## src/supervisor_pkg.sv

```systemverilog
// Overview of operation
// reset output low while any rail is under voltage or manual reset held low.
// reset held 200 ms after all causes clear; new cause restarts the hold.
// overvoltage output low while any rail reports over voltage.
// overvoltage output stays low 25 us after all rails drop back below threshold.
// watchdog output low when no strobe edge arrives within the active timeout.
// rising and falling strobe edges both restart the watchdog count.
// watchdog output released as soon as a strobe edge is seen.
// host holds each strobe level at least 50 ns.
// manual reset accepted after 1 us low; glitches of 100 ns or less ignored.
// margin low freezes reset output against rail and watchdog changes.
// margin freeze wins over a simultaneous manual reset.
// floating manual reset and margin read high, floating strobe reads low.
// system should loop watchdog output back into manual reset input.
// all three outputs are active low open drain, only pulling low.
// initial watchdog period after power-up and each reset release, normal afterwards.
// async inputs synchronised before use; all timeouts are clock cycle counts.
package supervisor_pkg;
    localparam int unsigned CLK_MHZ          = 250;
    localparam int unsigned RESET_HOLD_MS    = 200;
    localparam int unsigned OV_HOLD_US       = 25;
    localparam int unsigned MR_ACCEPT_NS     = 1000;
    localparam int unsigned STROBE_MIN_NS    = 50;
    localparam int unsigned WD_INIT_MS       = 102400;
    localparam int unsigned WD_NORM_MS       = 1600;
    localparam longint unsigned RESET_HOLD_CYC = longint'(RESET_HOLD_MS) * 1000 * CLK_MHZ;
    localparam int unsigned OV_HOLD_CYC      = OV_HOLD_US * CLK_MHZ;
    // least time rounds up
    localparam int unsigned MR_ACCEPT_CYC    = (MR_ACCEPT_NS * CLK_MHZ + 999) / 1000;
    localparam longint unsigned WD_INIT_CYC  = longint'(WD_INIT_MS) * 1000 * CLK_MHZ;
    localparam longint unsigned WD_NORM_CYC  = longint'(WD_NORM_MS) * 1000 * CLK_MHZ;
    localparam int unsigned NUM_RAILS        = 6;
    localparam int unsigned CNT_W            = 36;
endpackage

```

## src/input_sync.sv

```systemverilog
`timescale 1ns/100ps
module input_sync
#(
    parameter int unsigned WIDTH = 1,
    parameter logic [WIDTH-1:0] RESET_VAL = '0
)
(
    input  wire logic             i_clk,
    input  wire logic             i_reset,
    input  wire logic [WIDTH-1:0] i_async,
    output logic      [WIDTH-1:0] o_sync
);
    logic [WIDTH-1:0] meta_q;

    // two stage synchroniser
    always_ff @(posedge i_clk or posedge i_reset)
    begin
        if (i_reset)
        begin
            meta_q <= RESET_VAL;
            o_sync <= RESET_VAL;
        end
        else
        begin
            meta_q <= i_async;
            o_sync <= meta_q;
        end
    end
endmodule

```

## src/supply_supervisor.sv

```systemverilog
`timescale 1ns/100ps
module supply_supervisor
    import supervisor_pkg::*;
#(
    parameter int unsigned    RAILS        = NUM_RAILS,
    parameter longint unsigned RESET_HOLD  = RESET_HOLD_CYC,
    parameter int unsigned    OV_HOLD      = OV_HOLD_CYC,
    parameter int unsigned    MR_ACCEPT    = MR_ACCEPT_CYC,
    parameter longint unsigned WD_INIT     = WD_INIT_CYC,
    parameter longint unsigned WD_NORM     = WD_NORM_CYC
)
(
    // clock and reset
    input  wire logic             i_clk,
    input  wire logic             i_reset,
    // comparators, high = fault
    input  wire logic [RAILS-1:0] i_rail_under,
    input  wire logic [RAILS-1:0] i_rail_over,
    // host pins, floated pins resolved outside
    input  wire logic             i_manual_reset_n,
    input  wire logic             i_margin_n,
    input  wire logic             i_watchdog_strobe,
    // open drain enables, high pulls low
    output logic                  o_system_reset_oe,
    output logic                  o_overvoltage_flag_oe,
    output logic                  o_watchdog_expired_oe
);
    localparam int unsigned SYNC_W = 2 * RAILS + 3;

    logic [SYNC_W-1:0] sync_s;
    logic [RAILS-1:0]  under_s;
    logic [RAILS-1:0]  over_s;
    logic              mr_n_s;
    logic              margin_n_s;
    logic              strobe_s;
    logic              strobe_q;
    logic              strobe_edge;
    logic [15:0]       mr_cnt_q;
    logic              mr_ok_q;
    logic              cause;
    logic [CNT_W-1:0]  rst_cnt_q;
    logic [15:0]       ov_cnt_q;
    logic [CNT_W-1:0]  wd_cnt_q;
    logic              wd_normal_q;
    logic              rst_was_q;

    /////////////////////////////////////////////////////////////////////////
    // floated manual reset and margin idle high, strobe idles low
    input_sync
    #(
        .WIDTH     (SYNC_W),
        .RESET_VAL ({{(2 * RAILS){1'b0}}, 3'b110})
    )
    u_sync
    (
        .i_clk   (i_clk),
        .i_reset (i_reset),
        .i_async ({i_rail_under, i_rail_over, i_manual_reset_n, i_margin_n, i_watchdog_strobe}),
        .o_sync  (sync_s)
    );

    assign under_s    = sync_s[2*RAILS+2:RAILS+3];
    assign over_s     = sync_s[RAILS+2:3];
    assign mr_n_s     = sync_s[2];
    assign margin_n_s = sync_s[1];
    assign strobe_s   = sync_s[0];

    /////////////////////////////////////////////////////////////////////////
    // manual reset low filter
    always_ff @(posedge i_clk or posedge i_reset)
    begin
        if (i_reset)
        begin
            mr_cnt_q <= 16'h0000;
            mr_ok_q  <= 1'b0;
        end
        else if (mr_n_s)
        begin
            mr_cnt_q <= 16'h0000;
            mr_ok_q  <= 1'b0;
        end
        else if (mr_cnt_q < 16'(MR_ACCEPT - 1))
        begin
            mr_cnt_q <= mr_cnt_q + 16'h0001;
        end
        else
        begin
            mr_ok_q <= 1'b1;
        end
    end

    // glitch rejection check
    chk_mr_glitch: assert property (@(posedge i_clk) disable iff (i_reset)
        $rose(mr_ok_q) |-> !$past(mr_n_s) && !$past(mr_n_s, 8))
        else $error("manual reset glitch accepted");

    /////////////////////////////////////////////////////////////////////////
    // reset cause
    assign cause = (|under_s) | mr_ok_q;

    // reset stretch, R10: margin freeze, R11: margin over manual reset
    always_ff @(posedge i_clk or posedge i_reset)
    begin
        if (i_reset)
        begin
            rst_cnt_q         <= '0;
            o_system_reset_oe <= 1'b1;
        end
        else if (!margin_n_s)
        begin
            o_system_reset_oe <= o_system_reset_oe;
        end
        else if (cause)
        begin
            rst_cnt_q         <= '0;
            o_system_reset_oe <= 1'b1;
        end
        else if (o_system_reset_oe)
        begin
            if (rst_cnt_q >= CNT_W'(RESET_HOLD - 1))
            begin
                o_system_reset_oe <= 1'b0;
            end
            rst_cnt_q <= rst_cnt_q + 1'b1;
        end
    end

    // reset output checks
    chk_rst_cause: assert property (@(posedge i_clk) disable iff (i_reset)
        (cause && margin_n_s) |=> o_system_reset_oe)
        else $error("reset not asserted on cause");
    chk_rst_hold: assert property (@(posedge i_clk) disable iff (i_reset)
        $fell(cause) && margin_n_s && $past(margin_n_s) |-> o_system_reset_oe [*8])
        else $error("reset released early");
    chk_margin_freeze: assert property (@(posedge i_clk) disable iff (i_reset)
        !margin_n_s |=> $stable(o_system_reset_oe))
        else $error("reset changed during margin");
    chk_margin_mr: assert property (@(posedge i_clk) disable iff (i_reset)
        (!margin_n_s && mr_ok_q && !o_system_reset_oe) |=> !o_system_reset_oe)
        else $error("manual reset beat margin");

    /////////////////////////////////////////////////////////////////////////
    // overvoltage assert, R04: 25 us release delay
    always_ff @(posedge i_clk or posedge i_reset)
    begin
        if (i_reset)
        begin
            ov_cnt_q              <= 16'h0000;
            o_overvoltage_flag_oe <= 1'b0;
        end
        else if (|over_s)
        begin
            ov_cnt_q              <= 16'h0000;
            o_overvoltage_flag_oe <= 1'b1;
        end
        else if (o_overvoltage_flag_oe)
        begin
            if (ov_cnt_q >= 16'(OV_HOLD - 1))
            begin
                o_overvoltage_flag_oe <= 1'b0;
            end
            ov_cnt_q <= ov_cnt_q + 16'h0001;
        end
    end

    // overvoltage checks
    chk_ov_assert: assert property (@(posedge i_clk) disable iff (i_reset)
        (|over_s) |=> o_overvoltage_flag_oe)
        else $error("overvoltage not asserted");
    chk_ov_hold: assert property (@(posedge i_clk) disable iff (i_reset)
        $fell(|over_s) |-> o_overvoltage_flag_oe [*8])
        else $error("overvoltage released early");

    /////////////////////////////////////////////////////////////////////////
    // both strobe edges service
    always_ff @(posedge i_clk or posedge i_reset)
    begin
        if (i_reset)
        begin
            strobe_q <= 1'b0;
        end
        else
        begin
            strobe_q <= strobe_s;
        end
    end

    assign strobe_edge = strobe_s ^ strobe_q;

    // initial period until first edge after reset release
    always_ff @(posedge i_clk or posedge i_reset)
    begin
        if (i_reset)
        begin
            wd_normal_q <= 1'b0;
            rst_was_q   <= 1'b1;
        end
        else
        begin
            rst_was_q <= o_system_reset_oe;
            if (rst_was_q && !o_system_reset_oe)
            begin
                wd_normal_q <= 1'b0;
            end
            else if (strobe_edge)
            begin
                wd_normal_q <= 1'b1;
            end
        end
    end

    // timeout, R07: release on edge
    always_ff @(posedge i_clk or posedge i_reset)
    begin
        if (i_reset)
        begin
            wd_cnt_q              <= '0;
            o_watchdog_expired_oe <= 1'b0;
        end
        else if (strobe_edge || (rst_was_q && !o_system_reset_oe))
        begin
            wd_cnt_q              <= '0;
            o_watchdog_expired_oe <= 1'b0;
        end
        else if (wd_cnt_q >= CNT_W'((wd_normal_q ? WD_NORM : WD_INIT) - 1))
        begin
            o_watchdog_expired_oe <= 1'b1;
        end
        else
        begin
            wd_cnt_q <= wd_cnt_q + 1'b1;
        end
    end

    // watchdog release check
    chk_wd_release: assert property (@(posedge i_clk) disable iff (i_reset)
        strobe_edge |=> !o_watchdog_expired_oe && wd_cnt_q == '0)
        else $error("watchdog not released on edge");

endmodule

```

## config.mk

```make
export PLATFORM = sky130hd
export DESIGN_NAME = supply_supervisor
export DESIGN_NICKNAME = d
export VERILOG_FILES = /design/src/supervisor_pkg.sv /design/src/input_sync.sv /design/src/supply_supervisor.sv
export SDC_FILE = /design/constraint.sdc
export NUM_CORES = 1
export LEC_CHECK = 0
export ABC_AREA = 1
export BUFFER_PORTS_ARGS = -buffer_cell sky130_fd_sc_hd__buf_2
export CORE_UTILIZATION = 40
export CTS_CLUSTER_DIAMETER = 30
export DETAILED_ROUTE_END_ITERATION = 16
export PLACE_DENSITY = 0.56
export REMOVE_ABC_BUFFERS = 1
export SETUP_SLACK_MARGIN = 0.02
export SLEW_MARGIN = 20
export SYNTH_ARGS = -nofsm -noshare
export SYNTH_HDL_FRONTEND = slang
export SYNTH_SLANG_ARGS = --single-unit
```

## constraint.sdc

```tcl
create_clock -name i_clk -period 8 [get_ports i_clk]
set_input_delay 0 -clock i_clk [delete_from_list [all_inputs] [get_ports i_clk]]
set_output_delay 0 -clock i_clk [all_outputs]
set_load 0.01 [all_outputs]
```

# Word-level counts from Yosys, hierarchy flattened

Index checks and enable logic that the tools add are counted.

Output and inout port bits: 3
Register bits: 141
Word-level logic and storage cells: 58
Input bits: 17

Bitwise gates (word level): 2
$add $sub $neg: 5
Equal/unequal tests: 2
Magnitude comparators: 4
Reductions and logical operators: 11
Multiplexer cells: 21

Operators by type and width:

| operator              | number |
|---|---|
| $mux 36               | 4 |
| $add 36x1->36 const B | 2 |
| $mux 16               | 4 |
| $ge 36x26->1 const B  | 1 |
| $ge 36x36->1          | 1 |
| $sub 35x1->36 const B | 1 |
| $mux 35               | 1 |
| $add 16x1->16 const B | 2 |
| $ge 16x13->1 const B  | 1 |
| $lt 16x8->1 const B   | 1 |
| $mux 1                | 12 |
| $reduce_or 6->1       | 2 |
| $reduce_bool 2->1     | 5 |
| $ne 2x1->1 const B    | 1 |
| $ne 2x2->1 const B    | 1 |
| $reduce_and 2->1      | 1 |
| $logic_and 1x1->1     | 1 |
| $logic_not 1->1       | 1 |
| $logic_or 1x1->1      | 1 |
| $or 1x1->1            | 1 |
| $xor 1x1->1           | 1 |

# Logic depth before layout (Yosys ltp)

Word-level depth: 5
Gate-level depth with buffers: 12
Depth with buffers taken out: 12

# Hierarchy

From an unflattened synthesis, not the netlist that was laid out.

Cells, all modules: 1,140
Area total of the unflattened synthesis: 8,199.1 sq um

Modules (own cells, without submodules):

| module            | area an instance (sq um) | sequential area each (sq um) | instances | cells an instance |
|---|---|---|---|---|
| supply_supervisor | 7,439.6                  | 2,780.2                      | 1         | 1,109 |
| input_sync        | 759.5                    | 755.7                        | 1         | 31 |

# Worst setup path before layout

No wires, ideal clock.

Path type: register to register
Start: reg wd_normal_q
End: reg wd_cnt_q[10]
Data arrival time: 1.937 ns
Cell stages (with the launch flop): 13
Required time: 7.883 ns
Path buffers: 1
Library setup time: 0.117 ns
Setup slack: 5.946 ns
Clock period less this slack: 2.054 ns
Path through: dfrtp_1 inv_1 ha_1 nand2_1 nor2_1 nand2_1 nor2_1 nand3_1 nand3_4 nand2_8 buf_6 nand2_1 nand2_1

Longest elaborated chain between the ends: 4

RTL lines:

| element                | line                     | text |
|---|---|---|
| from (decl)            | supply_supervisor.sv:44  | `logic wd_normal_q;` |
| from (signal assigned) | supply_supervisor.sv:195 | `wd_normal_q <= 1'b0;` |
| from (signal assigned) | supply_supervisor.sv:203 | `wd_normal_q <= 1'b0;` |
| from (signal assigned) | supply_supervisor.sv:207 | `wd_normal_q <= 1'b1;` |
| $mux 35                | supply_supervisor.sv:225 | `else if (wd_cnt_q >= CNT_W'((wd_normal_q ? WD_NORM : WD_INIT) - 1))` |
| $sub 35x1->36          | supply_supervisor.sv:225 |  |
| $ge 36x36->1           | supply_supervisor.sv:225 |  |
| $ne 2x2->1 (no line)   | --                       |  |
| to (signal assigned)   | supply_supervisor.sv:231 | `wd_cnt_q <= wd_cnt_q + 1'b1;` |
| to (decl)              | supply_supervisor.sv:43  | `logic [CNT_W-1:0] wd_cnt_q;` |

No other way between the ends.
A chain may end at the register's enable or synchronous reset.

# Final worst setup path

Start: reg u_sync.o_sync[13]
End: reg rst_cnt_q[4]

Longest elaborated chain between the ends: 4
Elaborated cells between the ends (all ways): 5
Those cells by class: 1 x mux; 1 x bitwise; 3 x reduce/logical

RTL lines:

| element                     | line                     | text |
|---|---|---|
| from (decl)                 | input_sync.sv:11         | `output logic [WIDTH-1:0] o_sync` |
| from (signal assigned)      | input_sync.sv:26         | `o_sync <= meta_q;` |
| $reduce_or 6->1 (*)         | supply_supervisor.sv:99  | `assign cause = (\|under_s) \| mr_ok_q;` |
| $or 1x1->1 (*)              | supply_supervisor.sv:99  |  |
| $reduce_bool 2->1 (no line) | --                       |  |
| $reduce_and 2->1 (no line)  | --                       |  |
| to (signal assigned)        | supply_supervisor.sv:124 | `rst_cnt_q <= rst_cnt_q + 1'b1;` |
| to (decl)                   | supply_supervisor.sv:41  | `logic [CNT_W-1:0] rst_cnt_q;` |

Every way passes the cells marked *; elsewhere a longest branch is shown, timed or not.

==> results by group <==
Status
  – Outcome: finished clean

CTS
  – Htree depth: 4
  – Root buf cell: clkbuf_16
  – Total CTS buffers: 17
  – CTS max path bufs: 2
  – CTS tree: yes
  – Clock sink total: 141
  – CTS clk-pin slew, worst paths: 70 ps
  – Worst skew pair latency: 440 ps

Synthesis
  – Netlist cell types: 34
  – Largest cells by area after synthesis: dfrtp_1 42%, nand2_1 15%, nor2_1 9.0%, nand3_1 6.8%, inv_1 4.6%
  – Synthesized area: 8110 um2
  – Top cell type's share of synthesized area: 41.6%
  – Yosys warns: 0
  – Yosys top cell by area: dfrtp_1
  – Synth Flop Type: dfrtp_1
  – Post-synth EDFFs: 0
  – Post-synth ARST share: 100%
  – Syn Area/Cell: 7.24 um2
  – Synthesized flop and latch total: 141
  – Seq/Total Area, Yosys: 43.6%
  – Cells after Synth: 1,121

Floorplanning
  – Initial core utilization: 41.3%
  – Rows: 51
  – Die height: 144 um
  – Die ar.: 20,900 um2
  – Core Box Area: 19,700 um2
  – IO Count: 20
  – Die width: 144 um

Routing
  – Drt wl/cell: 13.7 um
  – DR WL met3: 778 um
  – Residual DRC: 0
  – M1 WL: 9200 um
  – Final WL: 19,600 um
  – Pre-antenna DRT Iters: 5
  – DRT antenna net count: 0
  – Vias: 7,075
  – Top sig layer: met4
  – Metal2 WL: 9190 um
  – Post-DR vias/cell: 4.94
  – DRT iter0 DRCs: 518

Pwr
  – Net Switching: 0.433 mW
  – Clock share of power: 50.4%
  – Peak VDD IR: 134 uV
  – Sw Share: 27.1%
  – Leak Pwr: 3.99 nW
  – Combinational group share of total power: 3.7%
  – Seq pwr share: 45.9%
  – Pwr dens: 174 nW/um2
  – Internal: 1.17 mW

Placement
  – Placed Cells: 1,383
  – PortBufs: 19
  – Placer congestion estimate: 0.968
  – Post-DP HPWL: 13,900 um

Timing
  – Fin. max-slew vios: 0
  – Endpoints failing setup: 0
  – Layout Skew: 10.7 ps
  – Fin crit period: 2950 ps
  – Fmax: 339 MHz
  – Least-Margin Pin Slew: 1030 ps
  – Rel. slew slack: 31.1%
  – Setup tns final: 0 ps
  – Final period util: 36.8%
  – RSZ-0062 raised after global routing: no
  – Hold Fails Final Rpt: 0

Critical path
  – Crit Path Class: reg2reg
  – Critical Path RT: 8320 ps
  – Reg2Reg Depth: 10
  – Worst-path fanout max: 52
  – R2R Path End: rst_cnt_q[4]$_DFFE_PP0P_
  – Critical path arrival: 3270 ps
  – RR Startpoint: u_sync.o_sync[13]$_DFF_PP0_
  – Crit end category: flop
  – Register-to-Register Setup Slack: 5050 ps
  – Worst Setup Start Kind: flop

Cells and area
  – Final core occ: 46.9%
  – Final nets: 1,193
  – Share of layout cells above drive strength 1: 6.95%
  – N_diodes: 0
  – Area grow syn2layout: 13.5%
  – Post-Layout Cell Count: 1,431

Flow run
  – Max-cap violations: 0

GRT
  – First-pass GRT wire length: 33,200 um
  – Largest net degree at the start of global routing: 72
  – Number of global-route vias before repair: 6,854
  – Initial antenna violation count: 0
  – Total GRT Usage: 20.8%
  – Grt ovf: 0

Min path
  – HP Class: in2async
critical path, cell delays in order (launching register included):
cell	delay [ps]
dfrtp_1	370
nor2_1	90
nand2_1	70
nor2_2	800
inv_1	180
nand2_2	210
nand2_2	500
inv_1	350
nor2_1	60
o21ai_0	140
nor2_1	50
final cells by class:
type | instances | area, um2
sequential | 141 | 3540
multi-input combinational | 855 | 4070
clock inverter | 15 | 194
timing repair buffer | 37 | 270
tap | 265 | 332
fill | 2042 | 10400
inverter | 101 | 384
clock buffer | 17 | 425
per-stage QoR:
step | power, mW | hold slack, ps | instance area, um2 | setup WS (ps)
2_1_floorplan | 0.780 | 4.48 | 7980 | 4230
3_3_place_gp | 0.801 | 106 | 8430 | 5040
3_5_place_dp | 0.802 | 106 | 8430 | 5020
4_1_cts | 1.62 | 175 | 9210 | 5010
5_1_grt | 1.66 | 183 | 9210 | 4620
6_report | 1.60 | 184 | 9210 | 5050
Yosys cell counts, types with 4 or more instances:
master    count
nand2_1     329
nor2_1      195
dfrtp_1     135
nand3_1     110
inv_1        99
o21ai_0      47
nand4_1      35
xor2_1       30
a21oi_1      26
ha_1         23
nor3_1       20
clkbuf_1     14
nand2_2      10
xnor2_1       9
dfstp_2       6
buf_6         4
cell usage in the layout, fill, tap and decap left out, types with 3 or more instances in the layout:
cell,netlist,final
clkbuf_16,0,17
ha_1,23,23
nand3_1,110,110
inv_1,99,98
xor2_1,30,30
inv_8,0,5
a21oi_1,26,26
dfrtp_1,135,135
dlygate4sd3_1,0,16
nand2_1,329,329
dfstp_2,6,6
o21ai_0,47,47
clkinv_8,0,7
nor4_1,3,3
nor3_1,20,20
nor2_1,195,195
nor2_2,3,3
nand4_1,35,35
nand2_2,10,10
buf_2,3,19
xnor2_1,9,9
how the worst max path moves through the flow:
| stage | from | to | slack, ps | cells past startpoint |
|---|---|---|---|---|
| global placement | u_sync.o_sync[14]$_DFF_PP0_ | rst_cnt_q[4]$_DFFE_PP0P_ | 5040 | 10 |
| detailed placement | u_sync.o_sync[13]$_DFF_PP0_ | rst_cnt_q[4]$_DFFE_PP0P_ | 5020 | 10 |
| finish | u_sync.o_sync[13]$_DFF_PP0_ | rst_cnt_q[4]$_DFFE_PP0P_ | 5050 | 10 |
| CTS | u_sync.o_sync[13]$_DFF_PP0_ | rst_cnt_q[4]$_DFFE_PP0P_ | 5010 | 10 |
| global route | u_sync.o_sync[12]$_DFF_PP0_ | rst_cnt_q[4]$_DFFE_PP0P_ | 4620 | 10 |
| floorplan | i_reset | mr_cnt_q[0]$_DFFE_PP0P_ | 4230 | 1 |
power by group through the flow:
stage | clock, mW | sequential, mW | combinational, mW
detailed placement | 0 | 0.747 | 0.0543
global route | 0.857 | 0.735 | 0.0682
finish | 0.806 | 0.734 | 0.0588
global placement | 0 | 0.747 | 0.0541
floorplan | 0 | 0.744 | 0.0352
CTS | 0.829 | 0.734 | 0.0604
sequential cells by signal, indices dropped and copies added, names as in the netlist:
name / flops
rst_was_q: 1
rst_cnt_q: 36
wd_cnt_q: 36
u_sync.meta_q: 15
ov_cnt_q: 16
wd_normal_q: 1
strobe_q: 1
o_system_reset_oe: 1
u_sync.o_sync: 15
mr_ok_q: 1
o_watchdog_expired_oe: 1
mr_cnt_q: 16
o_overvoltage_flag_oe: 1
metal layers:
layer / global-route usage (%) / vias to the layer above
li1: - / 3666
met1: 26.4 / 3222
met2: 34.8 / 157
met3: 4.14 / 30
met4: 7.53 / 0
met5: 0 / -
logic make-up after synthesis:
group / count (synthesis) / share of synthesized area [%]
compound gates: 78 / 4.98
xor+xnor: 39 / 4.21
fa+ha+maj: 23 / 3.55
buf+inv: 125 / 6.25
flops: 141 / 43.6
simple gates: 715 / 37.4
what timing repair did:
item | CTS | global route
gates resized for setup | 0 | 0
hold buffers | 16 | 0
buffers inserted | 0 | 0
setup endpoints to repair | 0 | 0
endpoints found under the hold margin | 83 | 0
Note: power is estimated with default switching activity, not from simulation.
